===== src/arl_pkg.sv =====
// arl_pkg: constants and register map of the alarm relay latch block
package arl_pkg;
  // timing
  localparam int CLK_HZ = 100_000_000;
  localparam int TICK_MS = 100;
  localparam int TICK_CYC = CLK_HZ / 1000 * TICK_MS;
  localparam int RETURN_S = 30;
  localparam int RETURN_TICKS = RETURN_S * 1000 / TICK_MS;
  localparam int MSG_S = 8;
  localparam int MSG_TICKS = MSG_S * 1000 / TICK_MS;
  localparam int MSG_ON_TICKS = 5;
  // register byte offsets
  localparam logic [7:0] A_CTRL = 8'h00;
  localparam logic [7:0] A_LATCH = 8'h04;
  localparam logic [7:0] A_NC = 8'h08;
  localparam logic [7:0] A_ACKEN = 8'h0C;
  localparam logic [7:0] A_AND = 8'h10;
  localparam logic [7:0] A_STAT = 8'h14;
  localparam logic [7:0] A_DISP = 8'h18;
  // per-alarm groups, selected by address bits 7:5, alarm by bits 4:2
  localparam logic [2:0] G_MAP = 3'h1;
  localparam logic [2:0] G_TRIP = 3'h2;
  localparam logic [2:0] G_RST = 3'h3;
  // control register fields
  localparam int F_MODE = 0;
  localparam int F_DFLT = 2;
  localparam int F_DEC = 4;
  localparam int F_REM = 8;
  localparam int CTRL_W = 9;
  localparam logic [CTRL_W-1:0] RST_CTRL = 9'h000;
  // status fields
  localparam int F_ACT = 8;
  localparam int F_COND = 16;
  // measurement modes
  localparam logic [1:0] MODE_RATE = 2'h0;
  localparam logic [1:0] MODE_TOTAL = 2'h1;
  localparam logic [1:0] MODE_BOTH = 2'h2;
endpackage : arl_pkg


===== src/arl_alarm_unit.sv =====
// arl_alarm_unit: one alarm's clear band, trip delay and reset delay
`timescale 1ns/10ps
`default_nettype none
module arl_alarm_unit (
  // clock and reset
  input wire logic pclk,
  input wire logic presetn,
  input wire logic tick,
  // value comparison flags
  input wire logic enter,
  input wire logic leave,
  // delays in ticks
  input wire logic [15:0] trip_lim,
  input wire logic [15:0] rst_lim,
  // state
  output logic cond,
  output logic act
);
  logic [15:0] cnt;
  wire logic differ;
  wire logic [15:0] lim;
  assign differ = cond ^ act;
  assign lim = cond ? trip_lim : rst_lim;

  // condition sets at setpoint, clears only beyond the band
  always_ff @(posedge pclk or negedge presetn) begin
    if (!presetn) cond <= 1'b0;
    else if (enter) cond <= 1'b1;
    else if (leave) cond <= 1'b0;
  end

  // any flip back to agreement restarts the delay from zero
  always_ff @(posedge pclk or negedge presetn) begin
    if (!presetn) begin
      cnt <= 16'h0000;
      act <= 1'b0;
    end else if (!differ) begin
      cnt <= 16'h0000;
    end else if (cnt >= lim) begin
      act <= cond;
      cnt <= 16'h0000;
    end else if (tick) begin
      cnt <= cnt + 16'h0001;
    end
  end
endmodule : arl_alarm_unit
`default_nettype wire


===== src/arl_relay_ctrl.sv =====
// arl_relay_ctrl: alarm to relay logic, annunciators and display select
//
// The implementer's own choices: the APB interface to the registers and the placing of the registers.
`timescale 1ns/10ps
`default_nettype none
module arl_relay_ctrl #(
  parameter int NA = 8,
  parameter int NR = 7,
  parameter int DIGITS = 5,
  parameter int TICK_CYC = arl_pkg::TICK_CYC
) (
  // clock and reset
  input wire logic pclk,
  input wire logic presetn,
  // apb slave
  input wire logic psel,
  input wire logic penable,
  input wire logic pwrite,
  input wire logic [7:0] paddr,
  input wire logic [31:0] pwdata,
  output logic [31:0] prdata,
  output logic pready,
  output logic pslverr,
  // alarm comparison flags, same clock
  input wire logic [NA-1:0] alarm_enter,
  input wire logic [NA-1:0] alarm_leave,
  // operator pins
  input wire logic ack_btn_n,
  input wire logic remote_in,
  input wire logic toggle_btn_n,
  // outputs
  output logic [NR-1:0] relay_drive,
  output logic [NA-1:0] annunciator,
  output logic show_total,
  output logic msg_flash,
  output logic [2:0] dec_places
);
  localparam logic [8:0] RET_LIM = 9'(arl_pkg::RETURN_TICKS - 1);
  localparam logic [8:0] MSG_LIM = 9'(arl_pkg::MSG_TICKS - 1);
  localparam logic [8:0] MSG_ON = 9'(arl_pkg::MSG_ON_TICKS);
  localparam logic [2:0] DEC_MAX = 3'(DIGITS - 1);
  localparam logic [31:0] TICK_LIM = 32'(TICK_CYC - 1);

  // configuration registers
  logic [arl_pkg::CTRL_W-1:0] ctrl;
  logic [NR-1:0] latch_en;
  logic [NR-1:0] nc;
  logic [NR-1:0] acken;
  logic [NR-1:0] and_m;
  logic [NR-1:0] map [NA];
  logic [15:0] trip_t [NA];
  logic [15:0] rst_t [NA];

  // tick divider: one pulse per tick period
  logic [31:0] div;
  logic tick;
  always_ff @(posedge pclk or negedge presetn) begin
    if (!presetn) div <= 32'h00000000;
    else if (div == TICK_LIM) div <= 32'h00000000;
    else div <= div + 32'h00000001;
  end
  assign tick = (div == TICK_LIM);

  // pin synchronisers: a change counts once stages two and three agree
  logic [2:0] s1, s2, s3, clean, clean_d;
  wire logic [2:0] pins;
  assign pins = {~toggle_btn_n, remote_in, ~ack_btn_n};
  always_ff @(posedge pclk or negedge presetn) begin
    if (!presetn) begin
      s1 <= 3'h0;
      s2 <= 3'h0;
      s3 <= 3'h0;
      clean <= 3'h0;
      clean_d <= 3'h0;
    end else begin
      s1 <= pins;
      s2 <= s1;
      s3 <= s2;
      clean <= ((s2 ^ s3) & clean) | (~(s2 ^ s3) & s2);
      clean_d <= clean;
    end
  end
  wire logic [2:0] press;
  wire logic ack_press;
  wire logic toggle_press;
  assign press = clean & ~clean_d;
  assign ack_press = press[0] | (press[1] & ctrl[arl_pkg::F_REM]);
  assign toggle_press = press[2];

  // per-alarm clear band and delays
  logic [NA-1:0] cond;
  logic [NA-1:0] act;
  for (genvar a = 0; a < NA; a++) begin : g_alm
    arl_alarm_unit u_alm (
      .pclk(pclk),
      .presetn(presetn),
      .tick(tick),
      .enter(alarm_enter[a]),
      .leave(alarm_leave[a]),
      .trip_lim(trip_t[a]),
      .rst_lim(rst_t[a]),
      .cond(cond[a]),
      .act(act[a])
    );
  end

  // combine assigned alarms per relay; AND needs at least one assigned
  logic [NR-1:0] demand;
  logic [NA-1:0] col [NR];
  for (genvar r = 0; r < NR; r++) begin : g_rly
    for (genvar a = 0; a < NA; a++) begin : g_col
      assign col[r][a] = map[a][r];
    end
    assign demand[r] = and_m[r] ? ((|col[r]) && ((act & col[r]) == col[r]))
                                : (|(act & col[r]));
  end

  // latch, latch acknowledge and acknowledge-release flags
  logic [NR-1:0] latched, acked, sup;
  wire logic [NR-1:0] on;
  assign on = ((latch_en & latched) | demand) & ~sup;
  always_ff @(posedge pclk or negedge presetn) begin
    if (!presetn) begin
      latched <= '0;
      acked <= '0;
      sup <= '0;
      relay_drive <= '0;
    end else begin
      latched <= latch_en & (demand | (latched & ~acked));
      acked <= latched & (acked | {NR{ack_press}});
      sup <= demand & (sup | ({NR{ack_press}} & acken));
      relay_drive <= on ^ nc;
    end
  end

  // annunciators: fast flash in alarm, slow after unacked exit of an alarm mapped to a latching relay, steady once acked
  logic [3:0] ph;
  logic [NA-1:0] ann_ack, pend, cond_d;
  logic [NA-1:0] lat_a;
  for (genvar a = 0; a < NA; a++) begin : g_lat
    assign lat_a[a] = |(map[a] & latch_en);
  end
  wire logic fast;
  wire logic slow;
  wire logic [NA-1:0] led;
  assign fast = ph[1];
  assign slow = (ph[3:2] == 2'h3); // longer off time
  assign led = (cond & ann_ack) | (cond & ~ann_ack & {NA{fast}})
             | (~cond & pend & {NA{slow}});
  always_ff @(posedge pclk or negedge presetn) begin
    if (!presetn) begin
      ph <= 4'h0;
      ann_ack <= '0;
      pend <= '0;
      cond_d <= '0;
      annunciator <= '0;
    end else begin
      if (tick) ph <= ph + 4'h1;
      cond_d <= cond;
      ann_ack <= cond & (ann_ack | {NA{ack_press}});
      pend <= ~cond & ~{NA{ack_press}}
            & (pend | (cond_d & ~ann_ack & lat_a));
      annunciator <= led;
    end
  end

  // display select; following the default covers power-up and the rate-only and total-only modes
  wire logic [1:0] mode;
  wire logic dflt_total;
  wire logic off_dflt;
  logic [8:0] ret_cnt, msg_cnt;
  assign mode = ctrl[arl_pkg::F_MODE +: 2];
  assign dflt_total = (mode == arl_pkg::MODE_TOTAL)
                    | ((mode == arl_pkg::MODE_BOTH) & ctrl[arl_pkg::F_DFLT]);
  assign off_dflt = show_total ^ dflt_total;
  always_ff @(posedge pclk or negedge presetn) begin
    if (!presetn) begin
      show_total <= 1'b0;
      ret_cnt <= 9'h000;
    end else if (mode == arl_pkg::MODE_BOTH && toggle_press) begin
      show_total <= ~show_total;
      ret_cnt <= 9'h000;
    end else if (!off_dflt || mode != arl_pkg::MODE_BOTH) begin
      show_total <= dflt_total;
      ret_cnt <= 9'h000;
    end else if (tick) begin
      if (ret_cnt == RET_LIM) show_total <= dflt_total;
      ret_cnt <= (ret_cnt == RET_LIM) ? 9'h000 : ret_cnt + 9'h001;
    end
  end

  // identifying message pulse while the alternate display is shown
  always_ff @(posedge pclk or negedge presetn) begin
    if (!presetn) begin
      msg_cnt <= 9'h000;
      msg_flash <= 1'b0;
      dec_places <= 3'h0;
    end else begin
      if (!off_dflt) msg_cnt <= 9'h000;
      else if (tick) msg_cnt <= (msg_cnt == MSG_LIM) ? 9'h000 : msg_cnt + 9'h001;
      msg_flash <= off_dflt && (msg_cnt < MSG_ON);
      dec_places <= (ctrl[arl_pkg::F_DEC +: 3] > DEC_MAX) ? DEC_MAX
                                                          : ctrl[arl_pkg::F_DEC +: 3];
    end
  end

  // apb decode; one wait state, pready and data registered
  wire logic [2:0] grp;
  wire logic [2:0] idx;
  wire logic grp_hit;
  wire logic mapped;
  wire logic acc;
  wire logic wr;
  assign grp = paddr[7:5];
  assign idx = paddr[4:2];
  assign grp_hit = (grp == arl_pkg::G_MAP) | (grp == arl_pkg::G_TRIP)
                 | (grp == arl_pkg::G_RST);
  assign mapped = (paddr[1:0] == 2'h0) & (grp_hit | (paddr <= arl_pkg::A_DISP))
                & (!grp_hit || 32'(idx) < NA);
  assign acc = psel & penable & ~pready;
  assign wr = psel & penable & pready & pwrite & ~pslverr;

  logic [31:0] rdata;
  always_comb begin
    rdata = 32'h00000000;
    if (grp == arl_pkg::G_MAP) rdata[NR-1:0] = map[idx];
    else if (grp == arl_pkg::G_TRIP) rdata[15:0] = trip_t[idx];
    else if (grp == arl_pkg::G_RST) rdata[15:0] = rst_t[idx];
    else begin
      unique case (paddr)
        arl_pkg::A_CTRL: rdata[arl_pkg::CTRL_W-1:0] = ctrl;
        arl_pkg::A_LATCH: rdata[NR-1:0] = latch_en;
        arl_pkg::A_NC: rdata[NR-1:0] = nc;
        arl_pkg::A_ACKEN: rdata[NR-1:0] = acken;
        arl_pkg::A_AND: rdata[NR-1:0] = and_m;
        arl_pkg::A_STAT: rdata = 32'({cond, act, {(8 - NR){1'b0}}, on}
                                     & {NA + NA + 8{1'b1}});
        arl_pkg::A_DISP: rdata[1:0] = {msg_flash, show_total};
        default: rdata = 32'h00000000;
      endcase
    end
  end

  always_ff @(posedge pclk or negedge presetn) begin
    if (!presetn) begin
      pready <= 1'b0;
      pslverr <= 1'b0;
      prdata <= 32'h00000000;
    end else begin
      pready <= acc;
      pslverr <= acc & ~mapped;
      prdata <= (acc & ~pwrite & mapped) ? rdata : 32'h00000000;
    end
  end

  // register writes; reset gives OR combining and auto operation
  always_ff @(posedge pclk or negedge presetn) begin
    if (!presetn) begin
      ctrl <= arl_pkg::RST_CTRL;
      latch_en <= '0;
      nc <= '0;
      acken <= '0;
      and_m <= '0;
      for (int a = 0; a < NA; a++) begin
        map[a] <= '0;
        trip_t[a] <= 16'h0000;
        rst_t[a] <= 16'h0000;
      end
    end else if (wr) begin
      if (grp == arl_pkg::G_MAP) map[idx] <= pwdata[NR-1:0];
      else if (grp == arl_pkg::G_TRIP) trip_t[idx] <= pwdata[15:0];
      else if (grp == arl_pkg::G_RST) rst_t[idx] <= pwdata[15:0];
      else if (paddr == arl_pkg::A_CTRL) ctrl <= pwdata[arl_pkg::CTRL_W-1:0];
      else if (paddr == arl_pkg::A_LATCH) latch_en <= pwdata[NR-1:0];
      else if (paddr == arl_pkg::A_NC) nc <= pwdata[NR-1:0];
      else if (paddr == arl_pkg::A_ACKEN) acken <= pwdata[NR-1:0];
      else if (paddr == arl_pkg::A_AND) and_m <= pwdata[NR-1:0];
    end
  end
endmodule : arl_relay_ctrl
`default_nettype wire


===== config.mk =====
export PLATFORM = sky130hd
export DESIGN_NAME = arl_relay_ctrl
export DESIGN_NICKNAME = d
export VERILOG_FILES = /design/src/arl_pkg.sv /design/src/arl_alarm_unit.sv /design/src/arl_relay_ctrl.sv
export SDC_FILE = /design/constraint.sdc
export NUM_CORES = 1
export LEC_CHECK = 0
export ABC_AREA = 1
export BUFFER_PORTS_ARGS = -buffer_cell sky130_fd_sc_hd__buf_2
export CAP_MARGIN = 30
export CORE_ASPECT_RATIO = 0.9
export CORE_MARGIN = 1.5
export CORE_UTILIZATION = 36
export CTS_CLUSTER_DIAMETER = 50
export DETAILED_ROUTE_END_ITERATION = 10
export PLACE_DENSITY_LB_ADDON = 0.12
export SLEW_MARGIN = 10
export SYNTH_ARGS = -nofsm -noshare
export SYNTH_HDL_FRONTEND = slang
export SYNTH_SLANG_ARGS = --single-unit
export TNS_END_PERCENT = 30

===== constraint.sdc =====
create_clock -name pclk -period 3 [get_ports pclk]
set_input_delay 0 -clock pclk [delete_from_list [all_inputs] [get_ports pclk]]
set_output_delay 0 -clock pclk [all_outputs]
set_load 0.02 [all_outputs]

==> results.sh, run 1 <==
export IMPL_power_share_switching=0.290
export IMPL_synth_top_area_frac=0.451
export IMPL_syn2layout_area_growth_pct=17.0
export IMPL_wl_um=131000
export IMPL_avgSynthCellArea_um2=8.01
export IMPL_cp_start_kind="flip-flop"
export IMPL_drt_pass1_iter_count=6
export IMPL_holdWs_ns=0.0312
export IMPL_numPortBuffers=93
export IMPL_cp_max_fo=29
export IMPL_p_clk_frac=0.492
export IMPL_regArea_mm2=0.0163
export IMPL_fillers=10331
export IMPL_dp_slack_ns=0.169
export IMPL_seqPwrFrac=0.385
export IMPL_drv_slew=0
export IMPL_clockBufferDepth=3
export IMPL_grt_ovfl_total=0
export IMPL_multi_input_area_mm2=0.0173
export IMPL_maxSlewHeadroom=0.334
export IMPL_drt_iter0_drc=2761
export IMPL_ys_ff_latch=653
export IMPL_fmax_ghz=0.374
export IMPL_crit_slowest_cell="o21ai_0"
export IMPL_min_period_ns=2.68
export IMPL_power_switching_mw=6.88
export IMPL_synth_most_common_cell="nand2_1"
export IMPL_synthTopCellsByCount="nand2_1 (1107), dfrtp_1 (653), o21ai_0 (536)"
export IMPL_finalCritPeriodShare=0.892
export IMPL_die_h_um=304
export IMPL_reg2reg_setup_slack_ns=0.32
export IMPL_grt_start_max_net_pins=116
export IMPL_synth_cells=4519
export IMPL_clk_pin_slew_ns=0.06
export IMPL_ys_seq_area_frac=0.451
export IMPL_numCtsBuffers=96
export IMPL_wl_per_cell_um=21.5
export IMPL_path_cells="buf_12 > o21ai_0 > ha_1 > a21oi_1 > o21ai_0 > nand2_1 > o211ai_1 > nand2_1 > nand3_1 > nor2_1 > buf_4 > nand3_1 > nand2_1"
export IMPL_syn_cell_area_mm2=0.0362
export IMPL_drc_errors=0
export IMPL_arrival_ns=3.28
export IMPL_start_util=0.362
export IMPL_worstSetupEndpointType="flip-flop"
export IMPL_hp_class="in2reg"
export IMPL_clock_sinks=653
export IMPL_drive_gt1_frac=0.101
export IMPL_rsz0062_at_grt="false"
export IMPL_die_w_um=337
export IMPL_synth_largest_area_cell="dfrtp_1"
export IMPL_irDropWorstVdd_mv=0.401
export IMPL_p_per_area_mw_per_mm2=559
export IMPL_yosys_warnings=0
export IMPL_vias=32088
export IMPL_slowest_delay_ns=0.43
export IMPL_grt_usage=0.256
export IMPL_tightest_slew_ns=0.997
export IMPL_outcome="completed"
export IMPL_cts_repair_resize_count=0
export IMPL_grt_pass1_vias=30337
export IMPL_place_congestion=0.938
export IMPL_synth_async_sr_flop_share=1.00
export IMPL_synth_edff_count=0
export IMPL_combPwrFrac=0.123
export IMPL_hold_violations=0
export IMPL_grt_pass1_wl_um=198000
export IMPL_cell_internal_pwr_mw=16.8
export IMPL_required_ns=3.61
export IMPL_antenna_found_initial=7
export IMPL_core_mm2=0.0999
export IMPL_final_antenna_net_count=0
export IMPL_final_nets=4881
export IMPL_cts_tree="yes"
export IMPL_clock_root_buffer="clkbuf_16"
export IMPL_clock_latency_ns=0.68
export IMPL_cap_violations=0
export IMPL_power_leakage_nw=20.3
export IMPL_io_pins=118
export IMPL_setup_tns_ns=0
export IMPL_core_rowCount=110
export IMPL_finClkSkew_ns=0.0323
export IMPL_viasPerCell=5.26
export IMPL_finalSetupViolCount=0
export IMPL_worst_slack_ns=0.324
export IMPL_synth_area_top_cells="dfrtp_1 (45%), nand2_1 (11%), o21ai_0 (7.4%), ha_1 (4.8%), inv_1 (4.2%)"
export IMPL_path_class="reg2reg"
export IMPL_synth_cell_type_count=61
export IMPL_dieArea_mm2=0.103
export IMPL_ys_flop_type="dfrtp_1"
export IMPL_place_hpwl_um=94700
export IMPL_path_common_cell="nand2_1"
export IMPL_htreeDepth=3
-- layer usage --
layer / share of wire / global-route usage / vias to the layer above
met5: 0.000084 / 0 / -
met4: 0.037 / 0.0884 / 2
met3: 0.062 / 0.0392 / 205
met2: 0.43 / 0.381 / 981
met1: 0.47 / 0.376 / 15464
li1: - / - / 15436
-- metrics by stage --
step / power (mW) / cells / area (um2) / utilization
final: 23.7 / 6100 / 42400 / 0.424
after global routing: 24.6 / 6099 / 42400 / 0.424
after CTS: 23.9 / 6098 / 42400 / 0.424
after detailed placement: 12.1 / 5881 / 38700 / 0.387
after global placement: 12.1 / 5879 / 38600 / 0.386
after floorplan: 10.7 / 4526 / 36200 / -
-- cells by family (layout without fill, tap and decap cells) --
logic type	after synthesis	count (layout)	share of synthesized area
AOI/OAI and AO/OA	951	951	0.143
xor gates and xnor gates	141	141	0.0343
adders and majority gates	143	143	0.0492
buffers and inverters	648	877	0.0726
DFF	653	653	0.451
muxes	55	55	0.0152
other	1	9	0.000104
and+or+nand+nor	1927	1927	0.235
-- worst max-delay path: cells and delay by family, from the launching register on --
| family | cells | cell delay, ns |
|---|---|---|
| adders and majority gates | 1 | 0.34 |
| DFF | 1 | 0.39 |
| and+or+nand+nor | 6 | 0.71 |
| buffers and inverters | 2 | 0.40 |
| AOI/OAI and AO/OA | 4 | 0.73 |
-- power by group through the flow --
| stage | Sequential (mW) | Combinational [mW] | Clock (mW) |
|---|---|---|---|
| finish | 9.13 | 2.91 | 11.7 |
| floorplan | 9.22 | 1.44 | 0 |
| detailed placement | 9.28 | 2.82 | 0 |
| global route | 9.14 | 3.13 | 12.3 |
| global placement | 9.28 | 2.80 | 0 |
| CTS | 9.13 | 2.88 | 11.9 |
-- cell usage in the layout (no fill, tap or decap), types with 10 or more instances in the layout --
cell           count
a21oi_1          157
buf_12            13
buf_2             92
buf_4            134
clkbuf_16         97
clkbuf_8          10
clkinv_2          14
clkinvlp_4        10
dfrtp_1          653
dlygate4sd3_1     40
ha_1             140
inv_1            399
inv_2             14
inv_6             15
mux2i_1           55
nand2_1         1107
nand3_1          225
nand3b_1          88
nand4_1           74
nor2_1           265
nor3_1            95
nor4_1            17
o2111ai_1         12
o211ai_1          21
o21ai_0          535
o21ai_1           54
o22ai_1          111
xnor2_1           42
xor2_1            98
-- registers in the layout (all words and copies together), names as in the netlist, 8 cells and up, named ones only --
register          count
pend                  8
ret_cnt               9
g_alm.u_alm.act       8
trip_t              128
annunciator           8
ctrl                  9
g_alm.u_alm.cnt     128
cond_d                8
ann_ack               8
col                  56
prdata               24
g_alm.u_alm.cond      8
div                  32
msg_cnt               9
rst_t               128
-- final timing paths --
path                                           from                    end  cells past startpoint
worst max-delay path            g_alm[1].u_alm.cond  g_alm[1].u_alm.cnt[3]                     13
worst min-delay path                   toggle_btn_n                  s1[2]                      3
worst max register to register  g_alm[1].u_alm.cond  g_alm[1].u_alm.cnt[3]                     13
worst min register to register                s1[2]                  s2[2]                      0
max in group asynchronous                   presetn     g_alm[4].u_alm.act                      3
min in group asynchronous                   presetn             prdata[17]                      3
-- cell type report --
class                           count  area share
Tap cell                         1344      0.0397
Clock inverter                     62      0.0166
Inverter                          418      0.0370
Timing Repair Buffer              283      0.0521
Sequential cell                   653       0.386
Antenna cell                        1   0.0000590
Multi-Input combinational cell   3225       0.408
Clock buffer                      114      0.0611
-- what timing repair did --
item	CTS	global route
hold buffers	41	0
buffers inserted	0	0
setup endpoints to repair	0	0
endpoints found under the hold margin	843	0
No activity file was read; power rests on OpenSTA's default activity.
==> run 2: changes to the inputs <==
==> constraint.sdc (replaced) <==
create_clock -name pclk -period 2.6 [get_ports pclk]
set_input_delay 0 -clock pclk [delete_from_list [all_inputs] [get_ports pclk]]
set_output_delay 0 -clock pclk [all_outputs]
set_load 0.02 [all_outputs]
==> results.sh, run 2 (synthesized netlist as in run 1, its figures left out) <==
export IMPL_fmax_ghz=0.410
export IMPL_final_common_cell="nand2_1"
export IMPL_rsz0062_at_grt="true"
export IMPL_vias=32393
export IMPL_power_leakage_nw=20.8
export IMPL_start_util=0.362
export IMPL_required_ns=3.18
export IMPL_fillers=10148
export IMPL_core_mm2=0.0999
export IMPL_cap_violations=0
export IMPL_cts_tree="yes"
export IMPL_grt_pass1_vias=30979
export IMPL_antenna_found_initial=6
export IMPL_finalSetupViolCount=0
export IMPL_dieArea_mm2=0.103
export IMPL_tightest_slew_ns=0.950
export IMPL_core_rowCount=110
export IMPL_hold_violations=0
export IMPL_worst_slack_ns=0.163
export IMPL_final_cell_count_no_fill=6167
export IMPL_finClkSkew_ns=0.0318
export IMPL_clock_latency_ns=0.68
export IMPL_dp_slack_ns=0.154
export IMPL_outcome="completed"
export IMPL_r2r_start="g_alm[6].u_alm.cond"
export IMPL_drt_pass1_iter_count=5
export IMPL_die_h_um=304
export IMPL_reg2reg_to="g_alm[6].u_alm.cnt[4]"
export IMPL_wl_per_cell_um=21.5
export IMPL_place_congestion=0.972
export IMPL_grt_ovfl_total=0
export IMPL_arrival_ns=3.02
export IMPL_final_nets=4943
export IMPL_die_w_um=337
export IMPL_critPathLaunch="g_alm[6].u_alm.cond"
export IMPL_cp_max_fo=28
export IMPL_cp_start_kind="flip-flop"
export IMPL_dp_cells=5938
export IMPL_syn2layout_area_growth_pct=19.4
export IMPL_worst_r2r_path_depth=11
export IMPL_setup_worst_path_end="g_alm[6].u_alm.cnt[4]"
export IMPL_drive_gt1_frac=0.114
export IMPL_final_cell_mix="nand2_1 (1107), dfrtp_1 (653), o21ai_0 (533), inv_1 (400), nor2_1 (265)"
export IMPL_min_period_ns=2.44
export IMPL_final_antenna_net_count=0
export IMPL_io_pins=118
export IMPL_maxSlewHeadroom=0.366
export IMPL_grt_start_max_net_pins=94
export IMPL_clk_pin_slew_ns=0.06
export IMPL_viasPerCell=5.25
export IMPL_irDropWorstVdd_mv=0.435
export IMPL_drc_errors=0
export IMPL_clock_sinks=653
export IMPL_numCtsBuffers=100
export IMPL_path_class="reg2reg"
export IMPL_clock_root_buffer="clkbuf_16"
export IMPL_hp_class="in2async"
export IMPL_p_per_area_mw_per_mm2=652
export IMPL_numPortBuffers=93
export IMPL_grt_usage=0.259
export IMPL_reg_largest_list="g_alm.u_alm.cnt: 128 flops, rst_t: 128 flops, trip_t: 128 flops"
export IMPL_wl_um=133000
export IMPL_htreeDepth=3
export IMPL_finalCritPeriodShare=0.937
export IMPL_clockBufferDepth=3
export IMPL_drv_slew=0
export IMPL_grt_pass1_wl_um=200000
export IMPL_drt_iter0_drc=2981
export IMPL_worstSetupEndpointType="flip-flop"
export IMPL_reg2reg_setup_slack_ns=0.16
export IMPL_place_hpwl_um=96000
## run 2: where the power goes
part | switching (mW) | internal (mW)
registers | 0.134 | 10.4
clock network | 5.57 | 8.49
logic | 2.53 | 1.09
## run 2: layout make-up
class | count | area (um2) | share of cell area
Clock buffer | 115 | 2690 | 0.0623
Timing Repair Buffer | 341 | 2870 | 0.0663
Sequential cell | 653 | 16300 | 0.378
Inverter | 418 | 1570 | 0.0363
Multi-Input combinational cell | 3225 | 17300 | 0.400
Tap cell | 1344 | 1680 | 0.0389
Antenna cell | 1 | 2.50 | 0.0000579
Clock inverter | 70 | 797 | 0.0184
## run 2: critical path, stage by stage, from the launching register on
cell and delay, ns:
dfrtp_1 0.41, buf_12 0.18, o21ai_0 0.49, ha_1 0.34, nand2_1 0.07, o21ai_0 0.12
nand2_1 0.08, o211ai_1 0.07, nand2_1 0.10, nand3_2 0.14, buf_4 0.20, a21oi_1 0.12
## run 2: how the worst min path moves through the flow
stage                                 end  slack (ns)
4_1_cts               g_alm[6].u_alm.cond      0.0005
3_5_place_dp                   prdata[17]       -0.05
6_report                       prdata[17]        0.02
2_1_floorplan  asynchronous set/reset pin       -0.30
3_3_place_gp                   prdata[17]       -0.05
5_1_grt                         rst_t[67]        0.05
## run 2: metrics by stage
| stage | setup TNS (ns) | hold WS, ns | instance area, um2 | utilization | total power [mW] |
|---|---|---|---|---|---|
| 2_1_floorplan | 0 | -0.296 | 36200 | - | 12.3 |
| 5_1_grt | -0.00482 | 0.0474 | 43200 | 0.433 | 29.2 |
| 3_3_place_gp | 0 | -0.0462 | 39300 | 0.393 | 14.2 |
| 6_report | 0 | 0.0217 | 43200 | 0.433 | 28.2 |
| 3_5_place_dp | 0 | -0.0495 | 39300 | 0.393 | 14.2 |
| 4_1_cts | 0 | 0.000548 | 43200 | 0.433 | 28.4 |
## run 2: what timing repair did
action                                  4_1_cts  5_1_grt
hold buffers                                 43        0
hold endpoints to repair                    887        0
setup buffers                                 0        0
endpoints found under the setup margin        0       18
resized for setup                             0        5
## run 2: layer usage
| metal | global-route usage | up-vias | share of wire |
|---|---|---|---|
| met5 | 0 | - | 0.00020 |
| met4 | 0.0847 | 4 | 0.035 |
| met3 | 0.0403 | 209 | 0.069 |
| met2 | 0.389 | 1065 | 0.43 |
| met1 | 0.379 | 15547 | 0.46 |
| li1 | - | 15568 | - |
